==> src/nrf_pkg.sv <==
// shared constants and types for the node request filter block
package nrf_pkg;
   // register bus geometry
   localparam int          NRF_ADDR_W = 12;
   localparam int          NRF_DATA_W = 32;
   localparam int          NRF_STRB_W = NRF_DATA_W / 8;
   // register byte offsets
   localparam logic [11:0] NRF_ASYNC_LOW_SET_OFS  = 12'h108;
   localparam logic [11:0] NRF_ASYNC_LOW_CLR_OFS  = 12'h10c;
   localparam logic [11:0] NRF_PHYS_HIGH_SET_OFS  = 12'h110;
   localparam logic [11:0] NRF_PHYS_HIGH_CLR_OFS  = 12'h114;
   // word alignment bits ignored by the decoder
   localparam int          NRF_ALIGN_BITS = 2;
   // reset value of both filters
   localparam logic [31:0] NRF_FILTER_RESET = 32'h0000_0000;
   // source identifier layout: bus number above node number
   localparam int          NRF_SRC_W   = 16;
   localparam int          NRF_NODE_W  = 6;
   localparam int          NRF_BUS_W   = 10;
   localparam int          NRF_BUS_LSB = 6;
   // bus number that always means "this bus"
   localparam logic [9:0]  NRF_LOCAL_BUS_ALIAS = 10'h3ff;
   // first node held in the upper filter words
   localparam logic [5:0]  NRF_NODE_SPLIT = 6'h20;
   // broadcast node number, never filtered in from the local bus
   localparam logic [5:0]  NRF_NODE_BCAST = 6'h3f;
   // bit of the upper words that admits remote buses
   localparam int          NRF_REMOTE_BIT = 31;
   // bus response codes
   localparam logic [1:0]  NRF_RESP_OKAY   = 2'h0;
   localparam logic [1:0]  NRF_RESP_SLVERR = 2'h2;
   // write channel progress, gray along idle, busy, answer
   typedef enum logic [1:0] {
      NRF_W_IDLE   = 2'b00,
      NRF_W_BUSY   = 2'b01,
      NRF_W_ANSWER = 2'b11
   } nrf_wstate_type;
endpackage

==> src/nrf_set_clear_reg.sv <==
// one read/set/clear filter word with per-bit set and clear masks
module nrf_set_clear_reg
   import nrf_pkg::*;
#(
   parameter int          WIDTH = NRF_DATA_W,
   parameter logic [31:0] RESET = NRF_FILTER_RESET
) (
   input  wire logic             clk,
   input  wire logic             srst,
   input  wire logic [WIDTH-1:0] set_mask,
   input  wire logic [WIDTH-1:0] clr_mask,
   output logic      [WIDTH-1:0] value
);
   // ones set, ones clear, zeros keep; set wins if both ever land together
   always_ff @(posedge clk) begin
      if (srst) begin
         value <= RESET[WIDTH-1:0];
      end else begin
         value <= (value & ~clr_mask) | set_mask;
      end
   end
endmodule

==> src/nrf_filter.sv <==
// node request filter: lower async and upper physical filter words
//
// Behaviour
// - low async bit n admits local node n
// - low word acts like the high word
// - low async word: set/clear addresses, reset zero
// - high phys word: set/clear addresses, reset zero
// - physical requests rechecked against phys filter
// - clear phys bit sends request to async context
// - high phys bit 31 admits remote-bus physical
// - high phys bit k routes node k+32, for k up to 30
// - clear async bit: no ack, no queue
// - remote source needs async all-buses bit
// - node comparison only for same-bus sources
module nrf_filter
   import nrf_pkg::*;
(
   input  wire logic                  CORE_CLK,
   input  wire logic                  SRST,
   // register bus
   input  wire logic [NRF_ADDR_W-1:0] S_AXI_AWADDR,
   input  wire logic                  S_AXI_AWVALID,
   output logic                       S_AXI_AWREADY,
   input  wire logic [NRF_DATA_W-1:0] S_AXI_WDATA,
   input  wire logic [NRF_STRB_W-1:0] S_AXI_WSTRB,
   input  wire logic                  S_AXI_WVALID,
   output logic                       S_AXI_WREADY,
   output logic [1:0]                 S_AXI_BRESP,
   output logic                       S_AXI_BVALID,
   input  wire logic                  S_AXI_BREADY,
   input  wire logic [NRF_ADDR_W-1:0] S_AXI_ARADDR,
   input  wire logic                  S_AXI_ARVALID,
   output logic                       S_AXI_ARREADY,
   output logic [NRF_DATA_W-1:0]      S_AXI_RDATA,
   output logic [1:0]                 S_AXI_RRESP,
   output logic                       S_AXI_RVALID,
   input  wire logic                  S_AXI_RREADY,
   // sibling filter words kept outside this block
   input  wire logic [31:0]           ASYNC_FILTER_HIGH,
   input  wire logic [31:0]           PHYS_FILTER_LOW,
   // this node's bus number
   input  wire logic [NRF_BUS_W-1:0]  LOCAL_BUS_ID,
   // incoming request to classify
   input  wire logic                  REQ_VALID,
   input  wire logic [NRF_SRC_W-1:0]  REQ_SRC_ID,
   input  wire logic                  REQ_PHYS,
   // decision, one cycle after the request
   output logic                       DEC_VALID,
   output logic                       DEC_ACK,
   output logic                       DEC_PHYS_CTX,
   output logic                       DEC_ASYNC_CTX,
   // current filter words for the rest of the link
   output logic [31:0]                ASYNC_FILTER_LOW,
   output logic [31:0]                PHYS_FILTER_HIGH
);
   import nrf_pkg::*;

   // write channel holding state
   nrf_wstate_type              wstate;       // write progress
   nrf_wstate_type              next_wstate;  // write progress, next
   logic                        aw_held;      // address taken, write pending
   logic                        w_held;       // data taken, write pending
   logic [NRF_ADDR_W-1:0]       aw_addr;      // captured write address
   logic [NRF_DATA_W-1:0]       w_data;       // captured write data
   logic [NRF_STRB_W-1:0]       w_strb;       // captured byte strobes
   logic [NRF_DATA_W-1:0]       strb_mask;    // strobes widened to bits
   logic                        aw_fire;      // address handshake
   logic                        w_fire;       // data handshake
   logic                        ar_fire;      // read address handshake
   logic                        do_write;     // both halves held: apply now
   logic                        next_aw_held; // address held, next
   logic                        next_w_held;  // data held, next
   // word-aligned offsets
   logic [NRF_ADDR_W-1:0]       wr_word;      // write offset, low bits cleared
   logic [NRF_ADDR_W-1:0]       rd_word;      // read offset, low bits cleared
   // masks into the filter words
   logic [31:0]                 async_set;    // low async set mask
   logic [31:0]                 async_clr;    // low async clear mask
   logic [31:0]                 phys_set;     // high phys set mask
   logic [31:0]                 phys_clr;     // high phys clear mask
   logic                        wr_hit;       // write offset is mapped
   // request decode
   logic [NRF_NODE_W-1:0]       src_node;     // source node number
   logic [NRF_BUS_W-1:0]        src_bus;      // source bus number
   logic                        src_local;    // source on our own bus
   logic                        node_low;     // node held in the low words
   logic                        node_high;    // node held in the high words
   logic                        async_ok;     // async filter admits the source
   logic                        phys_ok;      // phys filter admits the source
   logic                        low_async_bit; // low async bit of the node
   logic                        remote_async;  // all-buses async bit
   logic                        remote_phys;   // all-buses phys bit
   logic                        high_phys_bit; // high phys bit of the node

   // each of the two filter words owned here has its own set/clear cell
   nrf_set_clear_reg #(.WIDTH(32), .RESET(NRF_FILTER_RESET)) u_async_low (
      .clk      (CORE_CLK),
      .srst     (SRST),
      .set_mask (async_set),
      .clr_mask (async_clr),
      .value    (ASYNC_FILTER_LOW)
   );

   nrf_set_clear_reg #(.WIDTH(32), .RESET(NRF_FILTER_RESET)) u_phys_high (
      .clk      (CORE_CLK),
      .srst     (SRST),
      .set_mask (phys_set),
      .clr_mask (phys_clr),
      .value    (PHYS_FILTER_HIGH)
   );

   // each byte strobe guards its eight data bits
   for (genvar i = 0; i < NRF_DATA_W; i++) begin : g_strb
      assign strb_mask[i] = w_strb[i / 8];
   end

   // handshakes
   assign aw_fire  = S_AXI_AWVALID && S_AXI_AWREADY;
   assign w_fire   = S_AXI_WVALID && S_AXI_WREADY;
   assign ar_fire  = S_AXI_ARVALID && S_AXI_ARREADY;
   // the write is applied one cycle after both halves are in, whatever order
   assign do_write = aw_held && w_held;
   assign next_aw_held = aw_fire || (aw_held && !do_write);
   assign next_w_held  = w_fire || (w_held && !do_write);

   // offsets compared as whole words, byte bits ignored
   assign wr_word = {aw_addr[NRF_ADDR_W-1:NRF_ALIGN_BITS], NRF_ALIGN_BITS'(0)};
   assign rd_word = {S_AXI_ARADDR[NRF_ADDR_W-1:NRF_ALIGN_BITS], NRF_ALIGN_BITS'(0)};

   // write decode: ones in the data set or clear, zeros leave bits alone
   always_comb begin
      async_set = '0;
      async_clr = '0;
      phys_set  = '0;
      phys_clr  = '0;
      wr_hit    = 1'b1;
      if (do_write) begin
         case (wr_word)
            NRF_ASYNC_LOW_SET_OFS: begin
               async_set = w_data & strb_mask;
            end
            NRF_ASYNC_LOW_CLR_OFS: begin
               async_clr = w_data & strb_mask;
            end
            NRF_PHYS_HIGH_SET_OFS: begin
               phys_set = w_data & strb_mask;
            end
            NRF_PHYS_HIGH_CLR_OFS: begin
               phys_clr = w_data & strb_mask;
            end
            default: begin
               // unmapped: nothing changes, error answer
               wr_hit = 1'b0;
            end
         endcase
      end
   end

   // write progress: idle, one or both halves held, answer pending
   always_comb begin
      next_wstate = wstate;
      case (wstate)
         NRF_W_IDLE, NRF_W_BUSY: begin
            if (do_write) begin
               next_wstate = NRF_W_ANSWER;
            end else if (next_aw_held || next_w_held) begin
               next_wstate = NRF_W_BUSY;
            end else begin
               next_wstate = NRF_W_IDLE;
            end
         end
         NRF_W_ANSWER: begin
            // answer stands until the master takes it
            if (S_AXI_BREADY) begin
               next_wstate = NRF_W_IDLE;
            end
         end
         default: begin
            next_wstate = NRF_W_IDLE;
         end
      endcase
   end

   // write channel registers
   always_ff @(posedge CORE_CLK) begin
      if (SRST) begin
         wstate        <= NRF_W_IDLE;
         aw_held       <= 1'b0;
         w_held        <= 1'b0;
         aw_addr       <= '0;
         w_data        <= '0;
         w_strb        <= '0;
         S_AXI_AWREADY <= 1'b0;
         S_AXI_WREADY  <= 1'b0;
         S_AXI_BVALID  <= 1'b0;
         S_AXI_BRESP   <= NRF_RESP_OKAY;
      end else begin
         wstate  <= next_wstate;
         aw_held <= next_aw_held;
         w_held  <= next_w_held;
         if (aw_fire) begin
            aw_addr <= S_AXI_AWADDR;
         end
         if (w_fire) begin
            w_data <= S_AXI_WDATA;
            w_strb <= S_AXI_WSTRB;
         end
         // one write at a time: ready drops while a half waits or the answer stands
         S_AXI_AWREADY <= !next_aw_held && (next_wstate != NRF_W_ANSWER);
         S_AXI_WREADY  <= !next_w_held && (next_wstate != NRF_W_ANSWER);
         S_AXI_BVALID  <= (next_wstate == NRF_W_ANSWER);
         if (do_write) begin
            S_AXI_BRESP <= wr_hit ? NRF_RESP_OKAY : NRF_RESP_SLVERR;
         end
      end
   end

   // read channel: one read at a time, data one cycle after the address
   always_ff @(posedge CORE_CLK) begin
      if (SRST) begin
         S_AXI_ARREADY <= 1'b0;
         S_AXI_RVALID  <= 1'b0;
         S_AXI_RDATA   <= '0;
         S_AXI_RRESP   <= NRF_RESP_OKAY;
      end else begin
         S_AXI_ARREADY <= !ar_fire && !(S_AXI_RVALID && !S_AXI_RREADY);
         if (ar_fire) begin
            S_AXI_RVALID <= 1'b1;
            S_AXI_RRESP  <= NRF_RESP_OKAY;
            // either address of a pair reads back the live filter word
            case (rd_word)
               NRF_ASYNC_LOW_SET_OFS, NRF_ASYNC_LOW_CLR_OFS: begin
                  S_AXI_RDATA <= ASYNC_FILTER_LOW;
               end
               NRF_PHYS_HIGH_SET_OFS, NRF_PHYS_HIGH_CLR_OFS: begin
                  S_AXI_RDATA <= PHYS_FILTER_HIGH;
               end
               default: begin
                  S_AXI_RDATA <= '0;
                  S_AXI_RRESP <= NRF_RESP_SLVERR;
               end
            endcase
         end else if (S_AXI_RREADY) begin
            S_AXI_RVALID <= 1'b0;
         end
      end
   end

   // source identifier split into bus and node
   assign src_node  = REQ_SRC_ID[NRF_NODE_W-1:0];
   assign src_bus   = REQ_SRC_ID[NRF_BUS_LSB +: NRF_BUS_W];
   // the alias bus number always names our own bus
   assign src_local = (src_bus == LOCAL_BUS_ID) || (src_bus == NRF_LOCAL_BUS_ALIAS);
   assign node_low  = (src_node < NRF_NODE_SPLIT);
   // broadcast node has no filter bit and is never admitted from our own bus
   assign node_high = !node_low && (src_node != NRF_NODE_BCAST);

   // single filter bits that the decision reads
   assign low_async_bit = ASYNC_FILTER_LOW[src_node[NRF_NODE_W-2:0]];
   assign high_phys_bit = PHYS_FILTER_HIGH[src_node[NRF_NODE_W-2:0]];
   assign remote_async  = ASYNC_FILTER_HIGH[NRF_REMOTE_BIT];
   assign remote_phys   = PHYS_FILTER_HIGH[NRF_REMOTE_BIT];

   // acceptance and routing
   always_comb begin
      async_ok = 1'b0;
      phys_ok  = 1'b0;
      if (src_local) begin
         // node compare only for sources on our bus
         if (node_low) begin
            async_ok = low_async_bit;
            phys_ok  = PHYS_FILTER_LOW[src_node[NRF_NODE_W-2:0]];
         end else if (node_high) begin
            // upper nodes follow the same pattern in the high words
            async_ok = ASYNC_FILTER_HIGH[src_node[NRF_NODE_W-2:0]];
            phys_ok  = high_phys_bit;
         end
      end else begin
         async_ok = remote_async;
         phys_ok  = remote_phys;
      end
   end

   // decision registers; a refused source gets no ack and no context
   always_ff @(posedge CORE_CLK) begin
      if (SRST) begin
         DEC_VALID     <= 1'b0;
         DEC_ACK       <= 1'b0;
         DEC_PHYS_CTX  <= 1'b0;
         DEC_ASYNC_CTX <= 1'b0;
      end else begin
         DEC_VALID     <= REQ_VALID;
         DEC_ACK       <= REQ_VALID && async_ok;
         // physical target is checked a second time after the async pass
         DEC_PHYS_CTX  <= REQ_VALID && async_ok && REQ_PHYS && phys_ok;
         // a physical request refused by its phys bit falls back to async
         DEC_ASYNC_CTX <= REQ_VALID && async_ok && !(REQ_PHYS && phys_ok);
      end
   end
endmodule

==> config.mk <==
export PLATFORM = sky130hd
export DESIGN_NAME = nrf_filter
export DESIGN_NICKNAME = d
export VERILOG_FILES = /design/src/nrf_pkg.sv /design/src/nrf_set_clear_reg.sv /design/src/nrf_filter.sv
export SDC_FILE = /design/constraint.sdc
export NUM_CORES = 1
export LEC_CHECK = 0
export BUFFER_PORTS_ARGS = -buffer_cell sky130_fd_sc_hd__buf_2
export CORE_MARGIN = 2
export CORE_UTILIZATION = 40
export DETAILED_ROUTE_END_ITERATION = 10
export PLACE_DENSITY = 0.67
export RECOVER_POWER = 50
export SLEW_MARGIN = 20
export SYNTH_ARGS = -nofsm -noshare
export SYNTH_HDL_FRONTEND = slang
export SYNTH_SLANG_ARGS = --single-unit
==> constraint.sdc <==
create_clock -name CORE_CLK -period 4.6 [get_ports CORE_CLK]
set_input_delay 0.46 -clock CORE_CLK [delete_from_list [all_inputs] [get_ports CORE_CLK]]
set_output_delay 0.46 -clock CORE_CLK [all_outputs]
set_load 0.02 [all_outputs]
Word level (Yosys, flattened, before mapping)
Cells that the tools add are included.
{ "totals": {"regBits": 161, "word_cells": 112, "output_inout_bits": 109, "inputBits": 159} }
{ "op_classes": {"n_reduce_logical": 35, "mux": 33, "bitwise_logic": 7, "eq_ne": 15, "magnitude_cmp": 2} }
{ "op_table": {"columns": ["cell", "n"], "rows": [
  ["2-to-1 mux 32 bit", 8],
  ["AND 32 bit", 3],
  ["== test 10 x 7 -> 1 bit (second input constant)", 8],
  ["NOT 32 bit", 2],
  ["OR 32 bit", 2],
  ["one-hot mux 32 bit (2 select lines)", 1],
  ["binary-select mux 1 bit (select 5 bit)", 4],
  ["logical AND 1 bit", 16],
  ["2-to-1 mux 1 bit", 15],
  ["== test 10 bit", 1],
  ["== test 10 bit (second input constant)", 1],
  ["zero test 1 bit", 8],
  ["2-to-1 mux 2 bit", 4],
  ["OR reduction 4 bit", 2],
  ["< comparator 5 x 6 -> 1 bit (second input constant)", 1],
  ["< comparator 6 bit (second input constant)", 1],
  ["inequality test 6 bit (second input constant)", 1],
  ["OR reduction 2 bit", 3],
  ["== test 2 bit (second input constant)", 2],
  ["logical OR 1 bit", 4],
  ["one-hot mux 2 bit (2 select lines)", 1],
  ["== test 2 x 1 -> 1 bit (second input constant)", 1],
  ["zero test 2 bit", 1],
  ["inequality test 2 bit (second input constant)", 1],
  ["nonzero test 2 bit", 1]
]} }

Longest topological paths before layout
Gate-level depths: netlist of run 1.
{ "depth": {"word_depth": 10, "depth_mapped": 9, "mapped_depth_nobuf": 6} }

Hierarchy
A second synthesis of run 1 with hierarchy kept.
{ "unflattened": {"hier_cells": 996, "area_unflattened_um2": 7840.0} }
{ "by_module_without_submodules": {"columns": ["module", "cells_each", "area_per_inst_um2", "seq_area_each_um2", "instances"], "rows": [
  ["nrf_filter", 734, 5530.3, 1861.8, 1],
  ["nrf_set_clear_reg", 131, 1154.9, 640.6, 2]
]} }

Least setup slack after synthesis of run 1
OpenSTA, ideal clock, no wires.
{ "synth_path": {"path_kind": "input port to flip-flop", "from": "in REQ_SRC_ID[1]", "to": "reg DEC_PHYS_CTX", "setup_time_ns": 0.115, "t_arrival_ns": 2.231, "path_buffers": 2, "setup_slack_ns": 2.254, "required_time_ns": 4.485, "stages": 7, "cell_sequence": "buf_4 -> buf_4 -> mux4_2 -> mux4_2 -> a211o_1 -> a41o_1 -> and2_1"} }
{ "synth_via": {"elab_chain_cells": 9, "word_cells_on_any_way": 21, "cone_classes": "order compare: 1; eq/ne: 1; mux: 14; reduce/logical: 5"} }
{ "synth_rtl": {"columns": ["element", "line_no", "rtl"], "rows": [
  ["start, declared", "nrf_filter.sv:45", "input wire logic [NRF_SRC_W-1:0] REQ_SRC_ID,"],
  ["< comparator 6 bit", "nrf_filter.sv:254", "assign node_low = (src_node < NRF_NODE_SPLIT);"],
  ["zero test 1 bit", "nrf_filter.sv:256", "assign node_high = !node_low && (src_node != NRF_NODE_BCAST);"],
  ["logical AND 1 bit", "nrf_filter.sv:256", null],
  ["2-to-1 mux 1 bit", "nrf_filter.sv:273", "end else if (node_high) begin"],
  ["2-to-1 mux 1 bit", "nrf_filter.sv:270", "if (node_low) begin"],
  ["2-to-1 mux 1 bit", "nrf_filter.sv:268", "if (src_local) begin"],
  ["logical AND 1 bit (2 in series)", "nrf_filter.sv:295", "DEC_PHYS_CTX <= REQ_VALID && async_ok && REQ_PHYS && phys_ok;"],
  ["logical AND 1 bit *", "nrf_filter.sv:295", null],
  ["end signal, assigned", "nrf_filter.sv:295", null],
  ["end, declared", "nrf_filter.sv:50", "output logic DEC_PHYS_CTX,"]
]} }
Every way passes the cells marked *; elsewhere a longest branch is shown, timed or not. The select of a mux whose other input is x is not followed.
A chain may end at the register's enable or synchronous reset.

Worst setup path in the final report of run 1
{ "layout_path": {"from": "in REQ_SRC_ID[0]", "to": "reg DEC_PHYS_CTX"} }
The elaborated chain is that of the path after synthesis.

==> results.json, run 1 <==
{
  "max_cap_viol_count": 2,
  "worstPathMaxFanout": 30,
  "final-setup-viol-count": 0,
  "yosysTopAreaCellShare": 0.4336,
  "core_um2": 17840,
  "io_buffer_count": 260,
  "initial_core_util": 0.4063,
  "worstPathRequired_ps": 4910,
  "crit_slowest_cell": "buf_2",
  "async_flop_share": 0,
  "synth_area_per_cell_um2": 8.537,
  "cts_tree": "built",
  "ys_seq_area_frac": 0.4336,
  "postCtsResizedCells": 0,
  "path_cells": "buf_2 > mux4_1 > mux4_2 > a211o_1 > a41o_1 > and2_1",
  "hold_viol": 0,
  "dr.pass1.iters": 6,
  "ios": 268,
  "fin_skew_ps": 9.203,
  "dr_total_vias": 7294,
  "vias_per_cell": 5.594,
  "layout-drive-gt1-share": 0.2281,
  "period_share": 0.5844,
  "relSlewSlack": -0.09579,
  "cts.sinks": 157,
  "htree_levels": 4,
  "die_w_um": 138.6,
  "path_class": "input port to register",
  "p_per_area_nw_per_um2": 347.6,
  "power.leakage_uw": 0.003437,
  "dp_cells": 1271,
  "syn-cell-area_um2": 7248,
  "synth_edf_count": 0,
  "crit_buf_inv": 1,
  "ir_drop_uv": 250.3,
  "crit_family": "multiplexers",
  "finalWirelength_um": 24700,
  "grt_max_degree": 92,
  "grtUsageTotal": 0.2450,
  "dp_hpwl_um": 17520,
  "ant_nets": 0,
  "postCtsSetupBuffers": 0,
  "gr-total-overflow": 0,
  "arrival_ps": 3000,
  "final_cell_mix": "174 x buf_2, 157 x dfxtp_1, 133 x nand2_1",
  "ys_top_cells_by_area": "dfxtp_1 43%, a21oi_1 8.1%, nand2_1 6.9%",
  "hold_path.class": "input port to register",
  "fin_setup_tns_ps": 0,
  "syn_inst": 849,
  "drc_errors": 0,
  "fmax_ghz": 0.3720,
  "grt_pass1_vias": 6635,
  "worst_skew_pair.late_latency_ps": 420,
  "clockBufferDepth": 2,
  "cp_slowest_stage_delay_ps": 680,
  "place_congestion": 0.8761,
  "busiest_layer": "met2",
  "nets": 1220,
  "timing.final.max_slew_violations": 74,
  "die_area_um2": 19210,
  "yosys.area.top_type": "dfxtp_1",
  "grt_pass1_wl_um": 37160,
  "root_buffer": "clkbuf_16",
  "rsz0062_at_grt": "no",
  "finalNonFillerCells": 1304,
  "ys_types": 49,
  "antenna_found_initial": 1,
  "wire_per_inst_um": 18.94,
  "drt-initial-drc-count": 610,
  "finalWorstPathRequiredPeriod_ps": 2688,
  "die_y_um": 138.6,
  "row_count": 49,
  "grt_use_met3": 0.06112,
  "areaGrowthSynthToFinish_pct": 25.70,
  "ys.warnings.count": 0,
  "worstSetupEndpointType": "register",
  "synth_flop_cell": "dfxtp_1",
  "use_met1": 0.3164,
  "status": "complete, but fails checks",
  "cts_hold_buf": 0,
  "tightestPinTransition_ps": 1644,
  "ys_seq_elements": 157,
  "gr-usage-met2": 0.3940,
  "layout_commonest_cell": "buf_2",
  "startpoint_type": "input port",
  "clk_pin_slew_ps": 60,
  "violations": "max-capacitance violations, max-slew violations",
  "cts_buffers": 17
}
## per-stage QoR
| step | cell area (µm²) | total power (µW) | worst slack (ps) | utilization | hold WS (ps) |
|---|---|---|---|---|---|
| 2_1_floorplan | 7252 | 1667 | 2254 | - | 431.3 |
| 3_3_place_gp | 8632 | 1801 | 1463 | 0.4838 | 437.1 |
| 3_5_place_dp | 8632 | 1806 | 1413 | 0.4838 | 444.3 |
| 4_1_cts | 9220 | 3193 | 1860 | 0.5168 | 255.2 |
| 5_1_grt | 9111 | 3278 | 1781 | 0.5107 | 269.3 |
| 6_report | 9111 | 3167 | 1912 | 0.5107 | 271.2 |
## flip-flops by register name (all words and copies together), names as in the netlist, 2 cells and up
| signal | flops |
|---|---|
| u_async_low.value | 32 |
| w_strb | 4 |
| wstate | 2 |
| S_AXI_RDATA | 32 |
| u_phys_high.value | 32 |
| aw_addr | 10 |
| w_data | 32 |
## per-layer routing
layer / routed length (µm) / vias up
li1: - / 3506
met1: 10410 / 3391
met2: 11610 / 346
met3: 1888 / 51
met4: 793 / 0
met5: 0 / -
## logic make-up (layout without fill, tap and decap cells)
group / after synthesis / after routing / share of synthesized area
AO/OA/AOI/OAI: 235 / 235 / 0.1883
XOR/XNOR: 11 / 11 / 0.01329
buffers and inverters: 84 / 308 / 0.04902
flip-flops: 157 / 157 / 0.4336
multiplexers: 41 / 41 / 0.1150
other: 1 / 3 / 0.0005174
AND/OR/NAND/NOR: 320 / 320 / 0.2002
## power by group
| part | switching (µW) | total, µW | internal (µW) |
|---|---|---|---|
| Combinational | 189 | 331 | 142 |
| Clock | 556 | 1400 | 841 |
| Sequential | 35.1 | 1440 | 1400 |
| Total | 780 | 3170 | 2390 |
## worst register-to-register path, cell delays in order (launching register included)
cell	delay, ps
dfxtp_1	310
or4b_1	540
nor4_2	380
nor4bb_4	360
buf_4	400
nand3_1	160
a21oi_1	190
## area by class of cell
type / instances / area [µm²]
fillers: 1768 / 8730
multi-input cells: 609 / 3796
flip-flops and latches: 157 / 3143
repair buffers: 272 / 1280
clock buffers: 22 / 474.2
well taps: 229 / 286.5
clock inverters: 10 / 113.9
inverters: 4 / 15.01
diodes: 1 / 2.502
## cells in the mapped netlist, types with 4 or more instances
master / count
nand2_1: 134
buf_1: 6
mux4_2: 22
and3_1: 4
clkbuf_1: 59
buf_4: 6
dfxtp_1: 157
o21ai_0: 66
and2_1: 5
a221oi_1: 33
buf_2: 8
nand2b_1: 5
a21oi_1: 117
nor3_1: 39
nand3_1: 64
mux2i_1: 9
nor2_1: 48
xor2_1: 11
mux4_1: 9
nor2b_1: 5
## final timing paths
kind,from,to,slack [ps],cells after the start
worst max-delay path,REQ_SRC_ID[0],DEC_PHYS_CTX,1910,6
worst max register to register,aw_addr[6],u_async_low.value[11],2190,6
worst min-delay path,S_AXI_WSTRB[0],w_strb[0],270,3
worst min register to register,aw_addr[8],aw_addr[8],450,2
Note: power is estimated with default switching activity, not from simulation.
==> run 2, diff against run 1 <==
clock period = 2.7 ns   (was 4.6 ns; I/O delays follow)
==> run 2 against run 1 <==
  * The flow still finishes with violations (max-capacitance violations, max-slew violations)
  * Worst hold slack lost 190 ps
  * Final area up 2.8%
  * Non-clock buffer count increased by 10
  * Critical path type unchanged
  * Largest cell class unchanged
  * Highest routed layer unchanged
==> results.json, run 2 (synthesized netlist as in run 1, its figures left out) <==
{
  "die_area_um2": 19210,
  "fmax_ghz": 0.4354,
  "layout_commonest_cell": "buf_2",
  "r2r-start": "aw_addr[6]",
  "initial_core_util": 0.4063,
  "ant_nets": 0,
  "ir_drop_uv": 444.2,
  "internal-power_uw": 4526,
  "clk_pin_slew_ps": 70,
  "fin_setup_tns_ps": 0,
  "cts_buffers": 17,
  "dpl_worst_slack_ps": 211.8,
  "timing.final.max_slew_violations": 65,
  "worstPathRequired_ps": 3030,
  "pwr-share-seq": 0.416,
  "cp_slowest_stage_delay_ps": 1130,
  "row_count": 49,
  "postCtsResizedCells": 0,
  "areaGrowthSynthToFinish_pct": 29.21,
  "worstPathMaxFanout": 33,
  "crit_slowest_cell": "clkbuf_1",
  "reg2reg_to": "u_async_low.value[6]",
  "cp-endpoint": "S_AXI_RDATA[28]",
  "layout-drive-gt1-share": 0.2454,
  "drc_errors": 0,
  "period_share": 0.8506,
  "swShare": 0.2331,
  "final-setup-viol-count": 0,
  "postCtsSetupBuffers": 0,
  "startpoint_type": "input port",
  "nets": 1230,
  "rsz0062_at_grt": "no",
  "cts_tree": "built",
  "dr_total_vias": 7383,
  "crit_start": "S_AXI_ARADDR[9]",
  "r2r_slack_ps": 420,
  "wire_per_inst_um": 18.97,
  "grt_max_degree": 125,
  "fin_skew_ps": 11.42,
  "core_um2": 17840,
  "reg2reg_depth": 6,
  "crit_family": "buffers and inverters",
  "cts.sinks": 157,
  "arrival_ps": 2620,
  "power_uw": 5902,
  "cp.depth": 7,
  "final_cell_mix": "185 x buf_2, 157 x dfxtp_1, 134 x nand2_1",
  "dp_hpwl_um": 17740,
  "fin_hold_ws_ps": 79.41,
  "setup_slack_ps": 403.5,
  "use_met1": 0.3116,
  "vias_per_cell": 5.623,
  "combPwrFrac": 0.097,
  "busiest_layer": "met2",
  "htree_levels": 4,
  "io_buffer_count": 260,
  "cts_hold_buf": 0,
  "tightestPinTransition_ps": 1571,
  "worst_skew_pair.late_latency_ps": 430,
  "n_fill_cell": 1752,
  "diodes": 0,
  "worstSetupEndpointType": "register",
  "grt_use_met3": 0.06043,
  "gr-total-overflow": 0,
  "gr-usage-met2": 0.4211,
  "drt-initial-drc-count": 623,
  "grt_pass1_wl_um": 37760,
  "clkPwrFrac": 0.487,
  "multiInputGateArea_um2": 3789,
  "grt_pass1_vias": 6897,
  "hold_path.class": "input port to register",
  "ff_latch_area_um2": 3143,
  "dr.pass1.iters": 5,
  "path_class": "input port to register",
  "power.leakage_uw": 0.003601,
  "finalWorstPathRequiredPeriod_ps": 2297,
  "violations": "max-capacitance violations, max-slew violations",
  "path_cells": "buf_2 > nor4b_1 > nand2_1 > nor3b_1 > clkbuf_1 > a221oi_1 > nor3_1",
  "status": "complete, but fails checks",
  "finalWirelength_um": 24910,
  "hold_viol": 0,
  "max_cap_viol_count": 2,
  "relSlewSlack": -0.04730,
  "root_buffer": "clkbuf_16",
  "crit_buf_inv": 2,
  "clockBufferDepth": 2,
  "p_per_area_nw_per_um2": 630.2,
  "grtUsageTotal": 0.2494,
  "die_y_um": 138.6,
  "switchingPower_uw": 1376,
  "place_congestion": 0.9092,
  "antenna_found_initial": 0,
  "die_w_um": 138.6,
  "ios": 268
}
## run 2: worst min-delay path by stage
| stage | start | endpoint | slack, ps | depth (start not counted) |
|---|---|---|---|---|
| 2_1_floorplan | S_AXI_AWADDR[6] | aw_addr[6] | 410 | 2 |
| 6_report | S_AXI_AWADDR[8] | aw_addr[8] | 80 | 3 |
| 3_5_place_dp | w_strb[3] | w_strb[3] | 440 | 2 |
| 5_1_grt | S_AXI_AWADDR[9] | aw_addr[9] | 70 | 3 |
| 4_1_cts | S_AXI_AWADDR[8] | aw_addr[8] | 70 | 3 |
| 3_3_place_gp | w_strb[0] | w_strb[0] | 440 | 2 |
## run 2: layout make-up
cell class | instances | share of cell area
well taps | 229 | 0.03059
clock buffers | 19 | 0.04836
inverters | 4 | 0.001603
repair buffers | 282 | 0.1515
flip-flops and latches | 157 | 0.3356
clock inverters | 13 | 0.02779
multi-input cells | 609 | 0.4045
## run 2: worst register-to-register path, delay by kind of cell (launching register included)
kind / cells / cell delay (ps)
and+or+nand+nor: 4 / 1450
DFF: 1 / 310
buffers and inverters: 1 / 240
AOI/OAI and AO/OA: 1 / 200
## run 2: power by group through the flow
stage,logic (µW),clock network (µW),registers (µW)
after global placement,577,0,2500
after CTS,587,2910,2450
after detailed placement,584,0,2500
after floorplan,307,0,2530
after global routing,626,3000,2460
final,574,2870,2450
## run 2: through the flow
step                      instances  cell area (µm²)  utilization
after floorplan                 850             7252            -
after global placement         1281             8757       0.4908
after detailed placement       1281             8757       0.4908
after CTS                      1313             9470       0.5308
after global routing           1313             9365       0.5249
final                          1313             9365       0.5249
## run 2: per-layer routing
metal / vias to the layer above / wire [µm]
met1: 3454 / 10090
met3: 48 / 2111
met2: 350 / 12070
met5: - / 0
met4: 0 / 634
li1: 3531 / -
==> run 3, diff against run 2 <==
--- a/constraint.sdc
+++ b/constraint.sdc
@@ -3,2 +3,2 @@
 set_output_delay 0.27 -clock CORE_CLK [all_outputs]
-set_load 0.02 [all_outputs]
+set_load 0.01 [all_outputs]
==> run 3 against run 2 <==
  * The flow still finishes with violations (max-capacitance violations, max-slew violations)
  * Non-clock buffer count did not move
  * Sequential power about the same
  * Cell count unchanged
  * Power decreased by 0.54%
  * Critical path type is now register to register
  * Critical endpoint is now u_async_low.value[0]
  * Largest cell class unchanged
==> results.json, run 3 (synthesized netlist as in run 1, its figures left out) <==
{
  "status": "complete, but fails checks",
  "violations": "max-capacitance violations, max-slew violations",
  "grt_pass1_vias": 6897,
  "ios": 268,
  "fin_setup_tns_ps": 0,
  "cts_buffers": 17,
  "io_buffer_count": 260,
  "clk_pin_slew_ps": 60,
  "die_y_um": 138.6,
  "final-setup-viol-count": 0,
  "place_congestion": 0.9092,
  "worstPathRequired_ps": 3050,
  "tightestPinTransition_ps": 1591,
  "r2r_slack_ps": 450,
  "path_cells": "or4b_1 > nor4_2 > nor4bb_4 > buf_12 > nand3_1 > a21oi_1",
  "finalWirelength_um": 24940,
  "dr.pass1.iters": 6,
  "fin_skew_ps": 10.63,
  "cts.sinks": 157,
  "path_class": "register to register",
  "die_area_um2": 19210,
  "max_cap_viol_count": 1,
  "gr-total-overflow": 0,
  "swShare": 0.2290,
  "combPwrFrac": 0.093,
  "dr_total_vias": 7371,
  "hold_viol": 0,
  "grtUsageTotal": 0.2494,
  "final_cell_mix": "182 x buf_2, 157 x dfxtp_1, 134 x nand2_1",
  "vias_per_cell": 5.614,
  "diodes": 0,
  "ant_nets": 0,
  "clkPwrFrac": 0.489,
  "dp_cells": 1281,
  "hold_path.class": "input port to register",
  "rsz0062_at_grt": "no",
  "finalWorstPathRequiredPeriod_ps": 2255,
  "finalNonFillerCells": 1313,
  "postCtsResizedCells": 0,
  "areaGrowthSynthToFinish_pct": 29.28,
  "arrival_ps": 2610,
  "postCtsSetupBuffers": 0,
  "grt_max_degree": 125,
  "root_buffer": "clkbuf_16",
  "wire_per_inst_um": 18.99,
  "die_w_um": 138.6,
  "p_per_area_nw_per_um2": 626.5,
  "crit_buf_inv": 1,
  "grt_pass1_wl_um": 37760,
  "power.leakage_uw": 0.003593,
  "core_um2": 17840,
  "internal-power_uw": 4526,
  "ir_drop_uv": 447.8,
  "power_uw": 5871,
  "startpoint_type": "register",
  "crit_slowest_cell": "or4b_1",
  "placed_area_um2": 8757,
  "cp_slowest_stage_delay_ps": 530,
  "switchingPower_uw": 1344,
  "worstSetupEndpointType": "register",
  "drc_errors": 0,
  "cts_hold_buf": 0,
  "final_util": 0.5252,
  "worstPathMaxFanout": 32,
  "nets": 1230,
  "clockBufferDepth": 2,
  "final_area_um2": 9370,
  "htree_levels": 4,
  "timing.final.max_slew_violations": 31,
  "period_share": 0.8351,
  "pwr-share-seq": 0.418,
  "dp_hpwl_um": 17740,
  "layout-drive-gt1-share": 0.2445,
  "crit_family": "simple AND/OR/NAND/NOR gates",
  "layout_commonest_cell": "buf_2",
  "antenna_found_initial": 0,
  "drt-initial-drc-count": 627,
  "relSlewSlack": -0.06093,
  "worst_skew_pair.late_latency_ps": 430,
  "cts_tree": "built",
  "fmax_ghz": 0.4435,
  "row_count": 49,
  "initial_core_util": 0.4063
}
-- run 3: final timing paths --
kind                        start                    to  cells after the start
hold reg to reg         w_strb[3]             w_strb[3]                      2
setup / recovery       aw_addr[6]  u_async_low.value[0]                      6
hold / removal    S_AXI_AWADDR[8]            aw_addr[8]                      3
setup reg to reg       aw_addr[6]  u_async_low.value[0]                      6
-- run 3: worst register-to-register path, stage by stage (launching register included) --
cell and delay, ps:
dfxtp_1 310, or4b_1 530, nor4_2 390, nor4bb_4 420, buf_12 240, nand3_1 120
a21oi_1 180
-- run 3: routing by layer --
layer	vias up	GRT usage	wire length, µm
met3	44	0.06043	1974
met2	344	0.4211	12050
met4	0	0.09304	603
met1	3451	0.3116	10310
met5	-	0	0
li1	3532	-	-
-- run 3: power groups by stage --
stage	clock (µW)	combinational, µW	sequential, µW
finish	2870	543	2460
global route	3000	596	2460
CTS	2910	556	2450
detailed placement	0	553	2500
global placement	0	546	2500
floorplan	0	306	2500
-- run 3: stage by stage --
stage | hold WS [ps] | setup slack [ps]
detailed placement | 442.4 | 211.8
global placement | 439.5 | 223.7
floorplan | 406.0 | 544.0
global route | 70.23 | 265.3
CTS | 66.63 | 429.7
finish | 77.57 | 445.1
-- run 3: final cells by class --
cell class	count	area, µm²
Fill cell	1751	8471
Multi-Input combinational cell	609	3794
Sequential cell	157	3143
Timing Repair Buffer	282	1419
Clock buffer	19	452.9
Tap cell	229	286.5
Clock inverter	13	260.3
Inverter	4	15.01
